===== src/core/mviu_pkg.sv =====
// Shared constants and types of the multilevel vectored interrupt unit.
package mviu_pkg;

   // Register byte offsets on the control bus.
   localparam logic [7:0] MVIU_CTRL_OFS      = 8'h00;
   localparam logic [7:0] MVIU_STATUS_OFS    = 8'h04;
   localparam logic [7:0] MVIU_PEND_OFS      = 8'h08;
   localparam logic [7:0] MVIU_ARMPEND_OFS   = 8'h0c;
   localparam logic [7:0] MVIU_LASTVEC_OFS   = 8'h10;
   localparam logic [7:0] MVIU_ARM_OFS       = 8'h20;

   // Control register fields.
   localparam int         MVIU_CTRL_ENABLE_BIT  = 0;
   localparam int         MVIU_CTRL_ENDINH_BIT  = 1;
   localparam logic       MVIU_ENABLE_RST       = 1'b0;

   // Status, arm and last-vector register fields.
   localparam int         MVIU_ST_INHIBIT_BIT   = 0;
   localparam int         MVIU_ST_VALID_BIT     = 1;
   localparam int         MVIU_ST_BUSY_BIT      = 2;
   localparam int         MVIU_ST_LEVEL_LSB     = 8;
   localparam int         MVIU_ARM_DEVADDR_LSB  = 16;
   localparam int         MVIU_LASTVEC_JUMP_BIT = 16;

   // Reset values.
   localparam logic [31:0] MVIU_ARM_RST     = 32'h0000_0000;
   localparam logic [15:0] MVIU_VECTOR_RST  = 16'h0000;

   // Each level owns a pair of consecutive locations.
   localparam int         MVIU_VEC_STRIDE = 2;

   // AXI response codes.
   localparam logic [1:0] MVIU_RESP_OKAY   = 2'b00;
   localparam logic [1:0] MVIU_RESP_SLVERR = 2'b10;

   typedef enum logic [3:0] {
      MVIU_ST_IDLE  = 4'b0001,
      MVIU_ST_WAIT  = 4'b0010,
      MVIU_ST_OFFER = 4'b0100,
      MVIU_ST_EXEC  = 4'b1000
   } mviu_state_t;

endpackage


===== src/core/mviu_reg_if.sv =====
// Register access strobes between the bus slave and the unit core.
`timescale 1ns/1ps
`default_nettype none
interface mviu_reg_if;
   logic        wrEn;
   logic [7:0]  wrAddr;
   logic [31:0] wrData;
   logic [3:0]  wrStrb;
   logic        wrOk;
   logic [7:0]  rdAddr;
   logic [31:0] rdData;
   logic        rdOk;

   modport slave (output wrEn, output wrAddr, output wrData, output wrStrb, input wrOk,
                  output rdAddr, input rdData, input rdOk);
   modport core  (input wrEn, input wrAddr, input wrData, input wrStrb, output wrOk,
                  input rdAddr, output rdData, output rdOk);
endinterface
`default_nettype wire


===== src/core/mviu_top.sv =====
// Multilevel vectored interrupt unit: arming, priority, vectoring and inhibit.
//
// The AXI4-Lite slave port and the register addresses are this design's own decisions.
`timescale 1ns/1ps
`default_nettype none
module mviu_top
   import mviu_pkg::*;
#(
   parameter int          NUM_LEVELS    = 16,
   parameter int          GROUP_SIZE    = 16,
   parameter logic [5:0]  DEV_ADDR_BASE = 6'h10,
   parameter logic [15:0] VECTOR_BASE   = 16'h0100
) (
   input  wire logic                  mclk,
   input  wire logic                  sys_rst,
   input  wire logic [7:0]            s_axi_awaddr,
   input  wire logic                  s_axi_awvalid,
   output var  logic                  s_axi_awready,
   input  wire logic [31:0]           s_axi_wdata,
   input  wire logic [3:0]            s_axi_wstrb,
   input  wire logic                  s_axi_wvalid,
   output var  logic                  s_axi_wready,
   output var  logic [1:0]            s_axi_bresp,
   output var  logic                  s_axi_bvalid,
   input  wire logic                  s_axi_bready,
   input  wire logic [7:0]            s_axi_araddr,
   input  wire logic                  s_axi_arvalid,
   output var  logic                  s_axi_arready,
   output var  logic [31:0]           s_axi_rdata,
   output var  logic [1:0]            s_axi_rresp,
   output var  logic                  s_axi_rvalid,
   input  wire logic                  s_axi_rready,
   input  wire logic                  powerFail,
   input  wire logic                  consoleButton,
   input  wire logic [NUM_LEVELS-3:0] irqReq,
   input  wire logic                  irqTimingClock,
   input  wire logic                  cpuInstrEnd,
   input  wire logic                  cpuVecAck,
   input  wire logic                  cpuVecDone,
   input  wire logic                  vectorIsJumpFlag,
   output logic                       vecValid,
   output logic [15:0]                vecAddr,
   output logic                       unitInhibited
);
   localparam int LVL_W      = $clog2(NUM_LEVELS);
   localparam int NUM_GROUPS = NUM_LEVELS / GROUP_SIZE;

   // The selector and registers assume at most 32 levels split into whole groups.
   if (NUM_LEVELS < 8 || NUM_LEVELS > 32 || (NUM_LEVELS % GROUP_SIZE) != 0 ||
       (GROUP_SIZE != 8 && GROUP_SIZE != 16)) begin : g_bad_config
      $error("mviu_top: unsupported level count or group size");
   end

   function automatic logic [31:0] mergeBytes(input logic [31:0] oldVal,
                                              input logic [31:0] newVal,
                                              input logic [3:0]  strb);
      logic [31:0] res;
      res = oldVal;
      for (int b = 0; b < 4; b++) begin
         if (strb[b]) begin
            res[b*8 +: 8] = newVal[b*8 +: 8];
         end
      end
      return res;
   endfunction

   function automatic logic [15:0] vectorOf(input logic [LVL_W-1:0] lvl);
      return VECTOR_BASE + 16'(MVIU_VEC_STRIDE) * 16'(lvl);
   endfunction

   // Returns the group index of an arm register address, or NUM_GROUPS if none.
   function automatic int armGroupOf(input logic [7:0] addr);
      int g;
      g = NUM_GROUPS;
      for (int i = 0; i < NUM_GROUPS; i++) begin
         if (addr == MVIU_ARM_OFS + 8'(4 * i)) begin
            g = i;
         end
      end
      return g;
   endfunction

   mviu_reg_if rb ();

   mviu_axil_slave u_slave (
      .mclk    (mclk),
      .sys_rst (sys_rst),
      .awaddr  (s_axi_awaddr),
      .awvalid (s_axi_awvalid),
      .awready (s_axi_awready),
      .wdata   (s_axi_wdata),
      .wstrb   (s_axi_wstrb),
      .wvalid  (s_axi_wvalid),
      .wready  (s_axi_wready),
      .bresp   (s_axi_bresp),
      .bvalid  (s_axi_bvalid),
      .bready  (s_axi_bready),
      .araddr  (s_axi_araddr),
      .arvalid (s_axi_arvalid),
      .arready (s_axi_arready),
      .rdata   (s_axi_rdata),
      .rresp   (s_axi_rresp),
      .rvalid  (s_axi_rvalid),
      .rready  (s_axi_rready),
      .rb      (rb)
   );

   logic                  sysEnable_reg;
   logic [NUM_LEVELS-1:0] arm_reg;
   logic [NUM_LEVELS-1:0] reqSync_reg;
   logic                  timingPrev_reg;
   logic                  inhibit_reg;
   mviu_state_t           state_reg;
   mviu_state_t           state_next;
   logic [LVL_W-1:0]      curLevel_reg;
   logic [15:0]           lastVec_reg;
   logic                  lastJump_reg;
   logic [NUM_LEVELS-1:0] rawReq;
   logic [NUM_LEVELS-1:0] armedReq;
   logic                  tick;
   logic                  selFound;
   logic [LVL_W-1:0]      selLevel;
   logic                  ctrlWrite;
   logic                  endInhibit;
   logic                  jumpSeen;
   int                    wrGroup;

   // Power failure sits on the top priority, the console button on the bottom.
   assign rawReq   = {consoleButton, irqReq, powerFail};
   assign tick     = irqTimingClock && !timingPrev_reg;
   assign armedReq = reqSync_reg & arm_reg;

   assign ctrlWrite  = rb.wrEn && rb.wrAddr == MVIU_CTRL_OFS;
   assign endInhibit = ctrlWrite && rb.wrStrb[0] && rb.wrData[MVIU_CTRL_ENDINH_BIT];
   assign jumpSeen   = state_reg == MVIU_ST_EXEC && cpuVecDone && vectorIsJumpFlag;
   assign wrGroup    = armGroupOf(rb.wrAddr);

   mviu_prio_sel #(
      .NUM_LEVELS (NUM_LEVELS),
      .LVL_W      (LVL_W)
   ) u_sel (
      .armedReq (armedReq),
      .found    (selFound),
      .level    (selLevel)
   );

   // The timing clock arrives synchronous to mclk, so one flop finds its rising edge.
   always_ff @(posedge mclk) begin
      if (sys_rst) begin
         timingPrev_reg <= 1'b0;
      end else begin
         timingPrev_reg <= irqTimingClock;
      end
   end

   // A request raised mid-period is sampled at the following tick and only joins the contest at the tick after that.
   always_ff @(posedge mclk) begin
      if (sys_rst) begin
         reqSync_reg <= '0;
      end else if (tick) begin
         reqSync_reg <= rawReq;
      end
   end

   always_ff @(posedge mclk) begin
      if (sys_rst) begin
         sysEnable_reg <= MVIU_ENABLE_RST;
      end else if (ctrlWrite && rb.wrStrb[0]) begin
         sysEnable_reg <= rb.wrData[MVIU_CTRL_ENABLE_BIT];
      end
   end

   // Arming stays writable in every state, the inhibited one included.
   always_ff @(posedge mclk) begin
      if (sys_rst) begin
         arm_reg <= NUM_LEVELS'(MVIU_ARM_RST);
      end else if (rb.wrEn && wrGroup < NUM_GROUPS) begin
         arm_reg[wrGroup*GROUP_SIZE +: GROUP_SIZE] <= GROUP_SIZE'(mergeBytes(
            32'(arm_reg[wrGroup*GROUP_SIZE +: GROUP_SIZE]), rb.wrData, rb.wrStrb));
      end
   end

   // A jump reported in the same cycle as an end-of-inhibit write keeps the unit inhibited.
   always_ff @(posedge mclk) begin
      if (sys_rst) begin
         inhibit_reg <= 1'b0;
      end else if (jumpSeen) begin
         inhibit_reg <= 1'b1;
      end else if (endInhibit) begin
         inhibit_reg <= 1'b0;
      end
   end

   always_comb begin
      state_next = state_reg;
      case (state_reg)
         MVIU_ST_IDLE: begin
            if (tick && selFound && sysEnable_reg && !inhibit_reg) begin
               state_next = MVIU_ST_WAIT;
            end
         end
         MVIU_ST_WAIT: begin
            // A level disarmed or withdrawn while waiting is dropped, not vectored.
            if (!sysEnable_reg || inhibit_reg || !armedReq[curLevel_reg]) begin
               state_next = MVIU_ST_IDLE;
            end else if (cpuInstrEnd) begin
               state_next = MVIU_ST_OFFER;
            end
         end
         MVIU_ST_OFFER: begin
            if (cpuVecAck) begin
               state_next = MVIU_ST_EXEC;
            end
         end
         MVIU_ST_EXEC: begin
            if (cpuVecDone) begin
               state_next = MVIU_ST_IDLE;
            end
         end
         default: begin
            state_next = MVIU_ST_IDLE;
         end
      endcase
   end

   always_ff @(posedge mclk) begin
      if (sys_rst) begin
         state_reg <= MVIU_ST_IDLE;
      end else begin
         state_reg <= state_next;
      end
   end

   always_ff @(posedge mclk) begin
      if (sys_rst) begin
         curLevel_reg <= '0;
      end else if (state_reg == MVIU_ST_IDLE && state_next == MVIU_ST_WAIT) begin
         curLevel_reg <= selLevel;
      end
   end

   // The vector stays on the exchange bus from offer until the processor takes it.
   always_ff @(posedge mclk) begin
      if (sys_rst) begin
         vecValid <= 1'b0;
         vecAddr  <= MVIU_VECTOR_RST;
      end else if (state_reg == MVIU_ST_WAIT && state_next == MVIU_ST_OFFER) begin
         vecValid <= 1'b1;
         vecAddr  <= vectorOf(curLevel_reg);
      end else if (state_reg == MVIU_ST_OFFER && cpuVecAck) begin
         vecValid <= 1'b0;
      end
   end

   always_ff @(posedge mclk) begin
      if (sys_rst) begin
         unitInhibited <= 1'b0;
      end else if (jumpSeen) begin
         unitInhibited <= 1'b1;
      end else if (endInhibit) begin
         unitInhibited <= 1'b0;
      end
   end

   always_ff @(posedge mclk) begin
      if (sys_rst) begin
         lastVec_reg  <= MVIU_VECTOR_RST;
         lastJump_reg <= 1'b0;
      end else if (state_reg == MVIU_ST_EXEC && cpuVecDone) begin
         lastVec_reg  <= vecAddr;
         lastJump_reg <= vectorIsJumpFlag;
      end
   end

   assign rb.wrOk = rb.wrAddr == MVIU_CTRL_OFS || wrGroup < NUM_GROUPS;

   always_comb begin
      int rdGroup;
      rdGroup   = armGroupOf(rb.rdAddr);
      rb.rdData = 32'h0000_0000;
      rb.rdOk   = 1'b1;
      case (rb.rdAddr)
         MVIU_CTRL_OFS: begin
            rb.rdData[MVIU_CTRL_ENABLE_BIT] = sysEnable_reg;
         end
         MVIU_STATUS_OFS: begin
            rb.rdData[MVIU_ST_INHIBIT_BIT] = inhibit_reg;
            rb.rdData[MVIU_ST_VALID_BIT]   = vecValid;
            rb.rdData[MVIU_ST_BUSY_BIT]    = state_reg != MVIU_ST_IDLE;
            rb.rdData[MVIU_ST_LEVEL_LSB +: 8] = 8'(curLevel_reg);
         end
         MVIU_PEND_OFS: begin
            rb.rdData = 32'(reqSync_reg);
         end
         MVIU_ARMPEND_OFS: begin
            rb.rdData = 32'(armedReq);
         end
         MVIU_LASTVEC_OFS: begin
            rb.rdData[15:0] = lastVec_reg;
            rb.rdData[MVIU_LASTVEC_JUMP_BIT] = lastJump_reg;
         end
         default: begin
            if (rdGroup < NUM_GROUPS) begin
               rb.rdData = 32'(arm_reg[rdGroup*GROUP_SIZE +: GROUP_SIZE]);
               rb.rdData[MVIU_ARM_DEVADDR_LSB +: 6] = DEV_ADDR_BASE + 6'(rdGroup);
            end else begin
               rb.rdOk = 1'b0;
            end
         end
      endcase
   end
endmodule // mviu_top
`default_nettype wire


===== src/core/mviu_axil_slave.sv =====
// AXI4-Lite slave that turns bus transfers into register strobes.
`timescale 1ns/1ps
`default_nettype none
module mviu_axil_slave
   import mviu_pkg::*;
(
   input  wire logic        mclk,
   input  wire logic        sys_rst,
   input  wire logic [7:0]  awaddr,
   input  wire logic        awvalid,
   output var  logic        awready,
   input  wire logic [31:0] wdata,
   input  wire logic [3:0]  wstrb,
   input  wire logic        wvalid,
   output var  logic        wready,
   output var  logic [1:0]  bresp,
   output var  logic        bvalid,
   input  wire logic        bready,
   input  wire logic [7:0]  araddr,
   input  wire logic        arvalid,
   output var  logic        arready,
   output var  logic [31:0] rdata,
   output var  logic [1:0]  rresp,
   output var  logic        rvalid,
   input  wire logic        rready,
   mviu_reg_if.slave        rb
);
   logic [7:0]  awAddr_reg;
   logic [31:0] wData_reg;
   logic [3:0]  wStrb_reg;
   logic [7:0]  arAddr_reg;
   logic        rdPend_reg;

   // Both halves are held until the response, so the core sees one strobe per write.
   assign rb.wrEn   = !awready && !wready && !bvalid;
   assign rb.wrAddr = awAddr_reg;
   assign rb.wrData = wData_reg;
   assign rb.wrStrb = wStrb_reg;
   assign rb.rdAddr = arAddr_reg;

   always_ff @(posedge mclk) begin
      if (sys_rst) begin
         awready    <= 1'b1;
         wready     <= 1'b1;
         bvalid     <= 1'b0;
         bresp      <= MVIU_RESP_OKAY;
         awAddr_reg <= 8'h00;
         wData_reg  <= 32'h0000_0000;
         wStrb_reg  <= 4'h0;
      end else begin
         if (awvalid && awready) begin
            awAddr_reg <= awaddr;
            awready    <= 1'b0;
         end
         if (wvalid && wready) begin
            wData_reg <= wdata;
            wStrb_reg <= wstrb;
            wready    <= 1'b0;
         end
         if (rb.wrEn) begin
            bvalid <= 1'b1;
            bresp  <= rb.wrOk ? MVIU_RESP_OKAY : MVIU_RESP_SLVERR;
         end else if (bvalid && bready) begin
            bvalid  <= 1'b0;
            awready <= 1'b1;
            wready  <= 1'b1;
         end
      end
   end

   always_ff @(posedge mclk) begin
      if (sys_rst) begin
         arready    <= 1'b1;
         rvalid     <= 1'b0;
         rdata      <= 32'h0000_0000;
         rresp      <= MVIU_RESP_OKAY;
         arAddr_reg <= 8'h00;
         rdPend_reg <= 1'b0;
      end else begin
         if (arvalid && arready) begin
            arAddr_reg <= araddr;
            arready    <= 1'b0;
            rdPend_reg <= 1'b1;
         end
         if (rdPend_reg) begin
            rdPend_reg <= 1'b0;
            rvalid     <= 1'b1;
            rdata      <= rb.rdData;
            rresp      <= rb.rdOk ? MVIU_RESP_OKAY : MVIU_RESP_SLVERR;
         end else if (rvalid && rready) begin
            rvalid  <= 1'b0;
            arready <= 1'b1;
         end
      end
   end
endmodule // mviu_axil_slave
`default_nettype wire


===== src/core/mviu_prio_sel.sv =====
// Fixed-order priority selector: the lowest level number wins.
`timescale 1ns/1ps
`default_nettype none
module mviu_prio_sel #(
   parameter int NUM_LEVELS = 16,
   parameter int LVL_W      = 4
) (
   input  wire logic [NUM_LEVELS-1:0] armedReq,
   output var  logic                  found,
   output var  logic [LVL_W-1:0]      level
);
   // A level index too narrow for the request vector would alias two levels onto one vector.
   if (LVL_W < 1 || NUM_LEVELS < 2 || NUM_LEVELS > (1 << LVL_W)) begin : g_bad_width
      $error("mviu_prio_sel: level index too narrow for the level count");
   end

   always_comb begin
      found = 1'b0;
      level = '0;
      for (int i = NUM_LEVELS - 1; i >= 0; i--) begin
         if (armedReq[i]) begin
            found = 1'b1;
            level = LVL_W'(i);
         end
      end
   end
endmodule // mviu_prio_sel
`default_nettype wire


===== config.mk =====
export PLATFORM = sky130hd
export DESIGN_NAME = mviu_top
export DESIGN_NICKNAME = d
export VERILOG_FILES = /design/src/core/mviu_pkg.sv /design/src/core/mviu_reg_if.sv /design/src/core/mviu_top.sv /design/src/core/mviu_axil_slave.sv /design/src/core/mviu_prio_sel.sv
export SDC_FILE = /design/constraint.sdc
export NUM_CORES = 1
export LEC_CHECK = 0
export BUFFER_PORTS_ARGS = -buffer_cell sky130_fd_sc_hd__buf_2
export CAP_MARGIN = 5
export CORE_AREA = 2 2 114 88
export CTS_BUF_LIST = sky130_fd_sc_hd__clkbuf_16
export CTS_CLUSTER_SIZE = 8
export DETAILED_ROUTE_END_ITERATION = 8
export DIE_AREA = 0 0 116 90
export PLACE_DENSITY = 0.94
export SLEW_MARGIN = 20
export SYNTH_ARGS = -nofsm -noshare
export SYNTH_HDL_FRONTEND = slang
export SYNTH_SLANG_ARGS = --single-unit

===== constraint.sdc =====
create_clock -name mclk -period 4 [get_ports mclk]
set_input_delay 0 -clock mclk [delete_from_list [all_inputs] [get_ports mclk]]
set_output_delay 0 -clock mclk [all_outputs]
set_load 0.05 [all_outputs]

==> reports/results.env <==
YS_ASYNC_SR_FRACTION=0
DETAILEDPLACE.WORSTSLACK_NS=1.43
FINALNETCOUNT=853
RR_STARTPOINT='curLevel_reg[2]'
ANTENNA-DIODE-COUNT=0
MAXCAPVIOLATIONS=0
SETUP-TNS-FINAL_NS=0
PLACE.DETAILED.HPWL_MM=8.95
FP-ROW-COUNT=31
GLOBAL_ROUTE_WIRE_LENGTH_BEFORE_REPAIR_MM=24.1
LAYOUT_WORST_PATH_CYCLE_SHARE=0.682
FIRST_GLOBAL_VIAS=5028
POWER-PER-CELL-AREA_nW_PER_UM2=444
TIMING_WORST_SETUP_PATH_TYPE='reg -> reg'
FINCLKSKEW_NS=0.0101
CRITICAL_PATH_END='state_reg[2]'
X_DIMENSION_OF_THE_DIE_UM=116
DRC=0
SYNTH-SEQ-CELLS=115
HOLD_VIOL=0
SETUP_FAILING_EPS_FINAL=0
CORE_AREA_UM2=9390
COUNT_OF_PINS_OVER_THEIR_SLEW_LIMIT=0
INITIAL_UTILIZATION=0.542
TOTAL_NUMBER_OF_VIAS=5176
IO-PIN-COUNT=139
SYNTHESIS.INSTANCES=623
CP-START-KIND='register'
POST_DRT_WL_PER_CELL_UM=16.6
CRITICAL_PATH_ARRIVAL_NS=3.09
TRITONCTS.NUM_BUFFERS=17
CRITICAL_PATH_FANOUTS_MAX=7
LARGEST-REGISTER='u_slave.rdata'
WORSTHOLDPATHTYPE='in -> reg'
FILL_CELLS=665
DRT-PASS1-ITER-COUNT=7
GRT_SETUP_UNREPAIRED='false'
DETAIL-ROUTE-ANTENNA-NETS=0
VIAS_PER_CELL=5.64
CLOCK_TREE.BUFFER_DEPTH=2
AREA_DELTA_SYNTH_FINAL_PCT=33.7
R2R_SETUP_SLACK_NS=1.27
SYNTH.LIB_CELLS_USED.DISTINCT=48
WORSTPATHREQUIRED_NS=4.37
HOLD_PATH_DEPTH=2
GRT_UTIL_ALL_LAYERS=0.299
CRIT_PATH_START='curLevel_reg[2]'
FMAXACHIEVABLE_MHz=367
CLKLATENCYLATEPIN_NS=0.42
PATH_CLK_SLEW_NS=0.05
LARGEST_REG_FLOPS=18
GRT_ANTENNA_BEFORE_REPAIR=0
GRT_OVERFLOW=0
BUFFER_PORTS.INSERTED=93
DRIVE_ABOVE_1_SHARE=0.166
PIN_COUNT_OF_THE_BIGGEST_NET_ENTERING_GLOBAL_ROUTING=116
CTS_H_TREE_LVLS=4
STATUS='completed'
MULTI_INPUT_AREA_UM2=2490
FINAL.SETUP.WORST_SLACK_NS=1.27
NETLIST_AREA_BEFORE_PLACEMENT_UM2=5090
POSTCTSSETUPBUFFERS=0
LEAK_PWR_nW=2.83
CRITPATHCAPTURETYPE='register'
PLACE_CONGESTION=0.846
TIGHTESTPINTRANSITION_NS=0.829
DIE_Y_UM=90
ROOT_BUFFER_CELL='clkbuf_16'
MAX_SLEW_MARGIN=0.447
CLOCK-SINKS=115
CRITICAL_PATH.REG2REG.ENDPOINT='state_reg[2]'
SYNTH.YOSYS.SEQ_AREA_SHARE=0.453
FINAL-SEQ-AREA_UM2=2300
PRIMARY_FF_MASTER_SYNTH='dfxtp_1'
CTS_REPAIR_RESIZE_COUNT=0
SYNTH_EDF_COUNT=0
MIN_PERIOD_NS=2.73
FINALWIRELENGTH_MM=15.2
DIE-AREA_UM2=10400
DETAIL_ROUTE.ITER0.VIOLATIONS=484
CTS_TREE='done'
AVGSYNTHCELLAREA_UM2=8.16
SYNTH-WARNING-COUNT=0
IR_DROP_mV=0.401
TIMING.REG2REG.WORST_PATH_DEPTH=6
==> metal layers <==
metal  part of all wire  vias to the layer above  global-route usage
met2               0.48                      286               0.477
met4              0.030                        0               0.139
li1                   -                     2413                   -
met1               0.41                     2423               0.372
met5                  0                        -                   0
met3              0.084                       54              0.0883
==> cell usage after synthesis (all sizes together), types with 2 or more instances <==
cell    number  area [µm²]
nand2b      20         125
mux2i       24         240
nand4        3        18.8
clkbuf      35         131
nor2b        4        25.0
nand3b       3        22.5
a221oi       3        26.3
nand2      135         507
a31oi        3        18.8
a31o         2        17.5
a22oi        6        45.0
buf         32         228
or3          3        23.8
nor3        11        66.3
dfxtp      115        2300
a211oi       8        60.1
a311oi       3        26.3
mux4         5         113
nor4b        3        26.3
inv          7        26.3
a21oi       74         370
nor3b        2        31.3
nor2        57         214
nor4         4        25.0
o21ai       11        55.1
nand3       22         110
a32oi       14         123
==> worst max-delay path, cell delays in order, from the launching register on <==
cell	delay, ns
dfxtp_1	0.59
mux4_2	0.57
mux4_2	0.54
nor2_1	0.17
nand3_1	0.09
a21oi_1	0.15
dlygate4sd3_1	0.57
==> per-stage QoR <==
step / cell area [µm²] / cells / hold slack (ns) / utilization / total power, mW
2_1_floorplan: 5180 / 649 / 0.100 / - / 1.49
3_3_place_gp: 5470 / 808 / 0.209 / 0.582 / 1.54
3_5_place_dp: 5470 / 808 / 0.223 / 0.582 / 1.55
4_1_cts: 6800 / 917 / 0.0925 / 0.724 / 3.00
5_1_grt: 6800 / 917 / 0.140 / 0.725 / 3.11
6_report: 6800 / 917 / 0.122 / 0.725 / 3.02
==> power by group <==
group          switching, mW  internal [mW]
combinational          0.239          0.128
sequential            0.0436           1.19
clock                  0.526          0.893
==> cell type report <==
| type | instances | area share |
|---|---|---|
| Multi-Input combinational cell | 459 | 0.367 |
| Sequential cell | 115 | 0.338 |
| Timing Repair Buffer | 172 | 0.185 |
| Clock buffer | 17 | 0.0625 |
| Tap cell | 132 | 0.0243 |
| Clock inverter | 14 | 0.0182 |
| Inverter | 8 | 0.00442 |
==> worst min-delay path by stage <==
stage / from / endpoint / slack (ns)
after detailed placement: s_axi_wvalid / u_slave.wready / 0.22
after global placement: s_axi_wvalid / u_slave.wready / 0.21
after floorplan: s_axi_wvalid / u_slave.wready / 0.10
after CTS: s_axi_arvalid / u_slave.rdPend_reg / 0.09
after global routing: sys_rst / arm_reg[13] / 0.14
final: sys_rst / u_slave.rb.rdAddr[4] / 0.12
==> cells in the final DEF, fill, tap and decap left out, types with 8 or more instances in the layout <==
cell type	n
dfxtp_1	115
nand2_1	135
mux2i_1	24
dlygate4sd3_1	78
clkbuf_16	17
a32oi_1	14
a21oi_1	74
nor2_1	57
inv_1	8
conb_1	27
a211oi_1	8
buf_2	92
nand2b_1	20
nand3_1	22
nor3_1	10
==> cell families after synthesis <==
logic type / synth area share
flops: 0.453
simple gates: 0.240
buf+inv: 0.0765
other cells: 0.000737
xor+xnor: 0.00172
mux: 0.0694
compound gates: 0.159
==> repair_timing <==
action | CTS | global route
setup endpoints to repair | 0 | 0
hold endpoints to repair | 62 | 0
hold buffers | 78 | 0
Note: power is estimated with default switching activity, not from simulation.
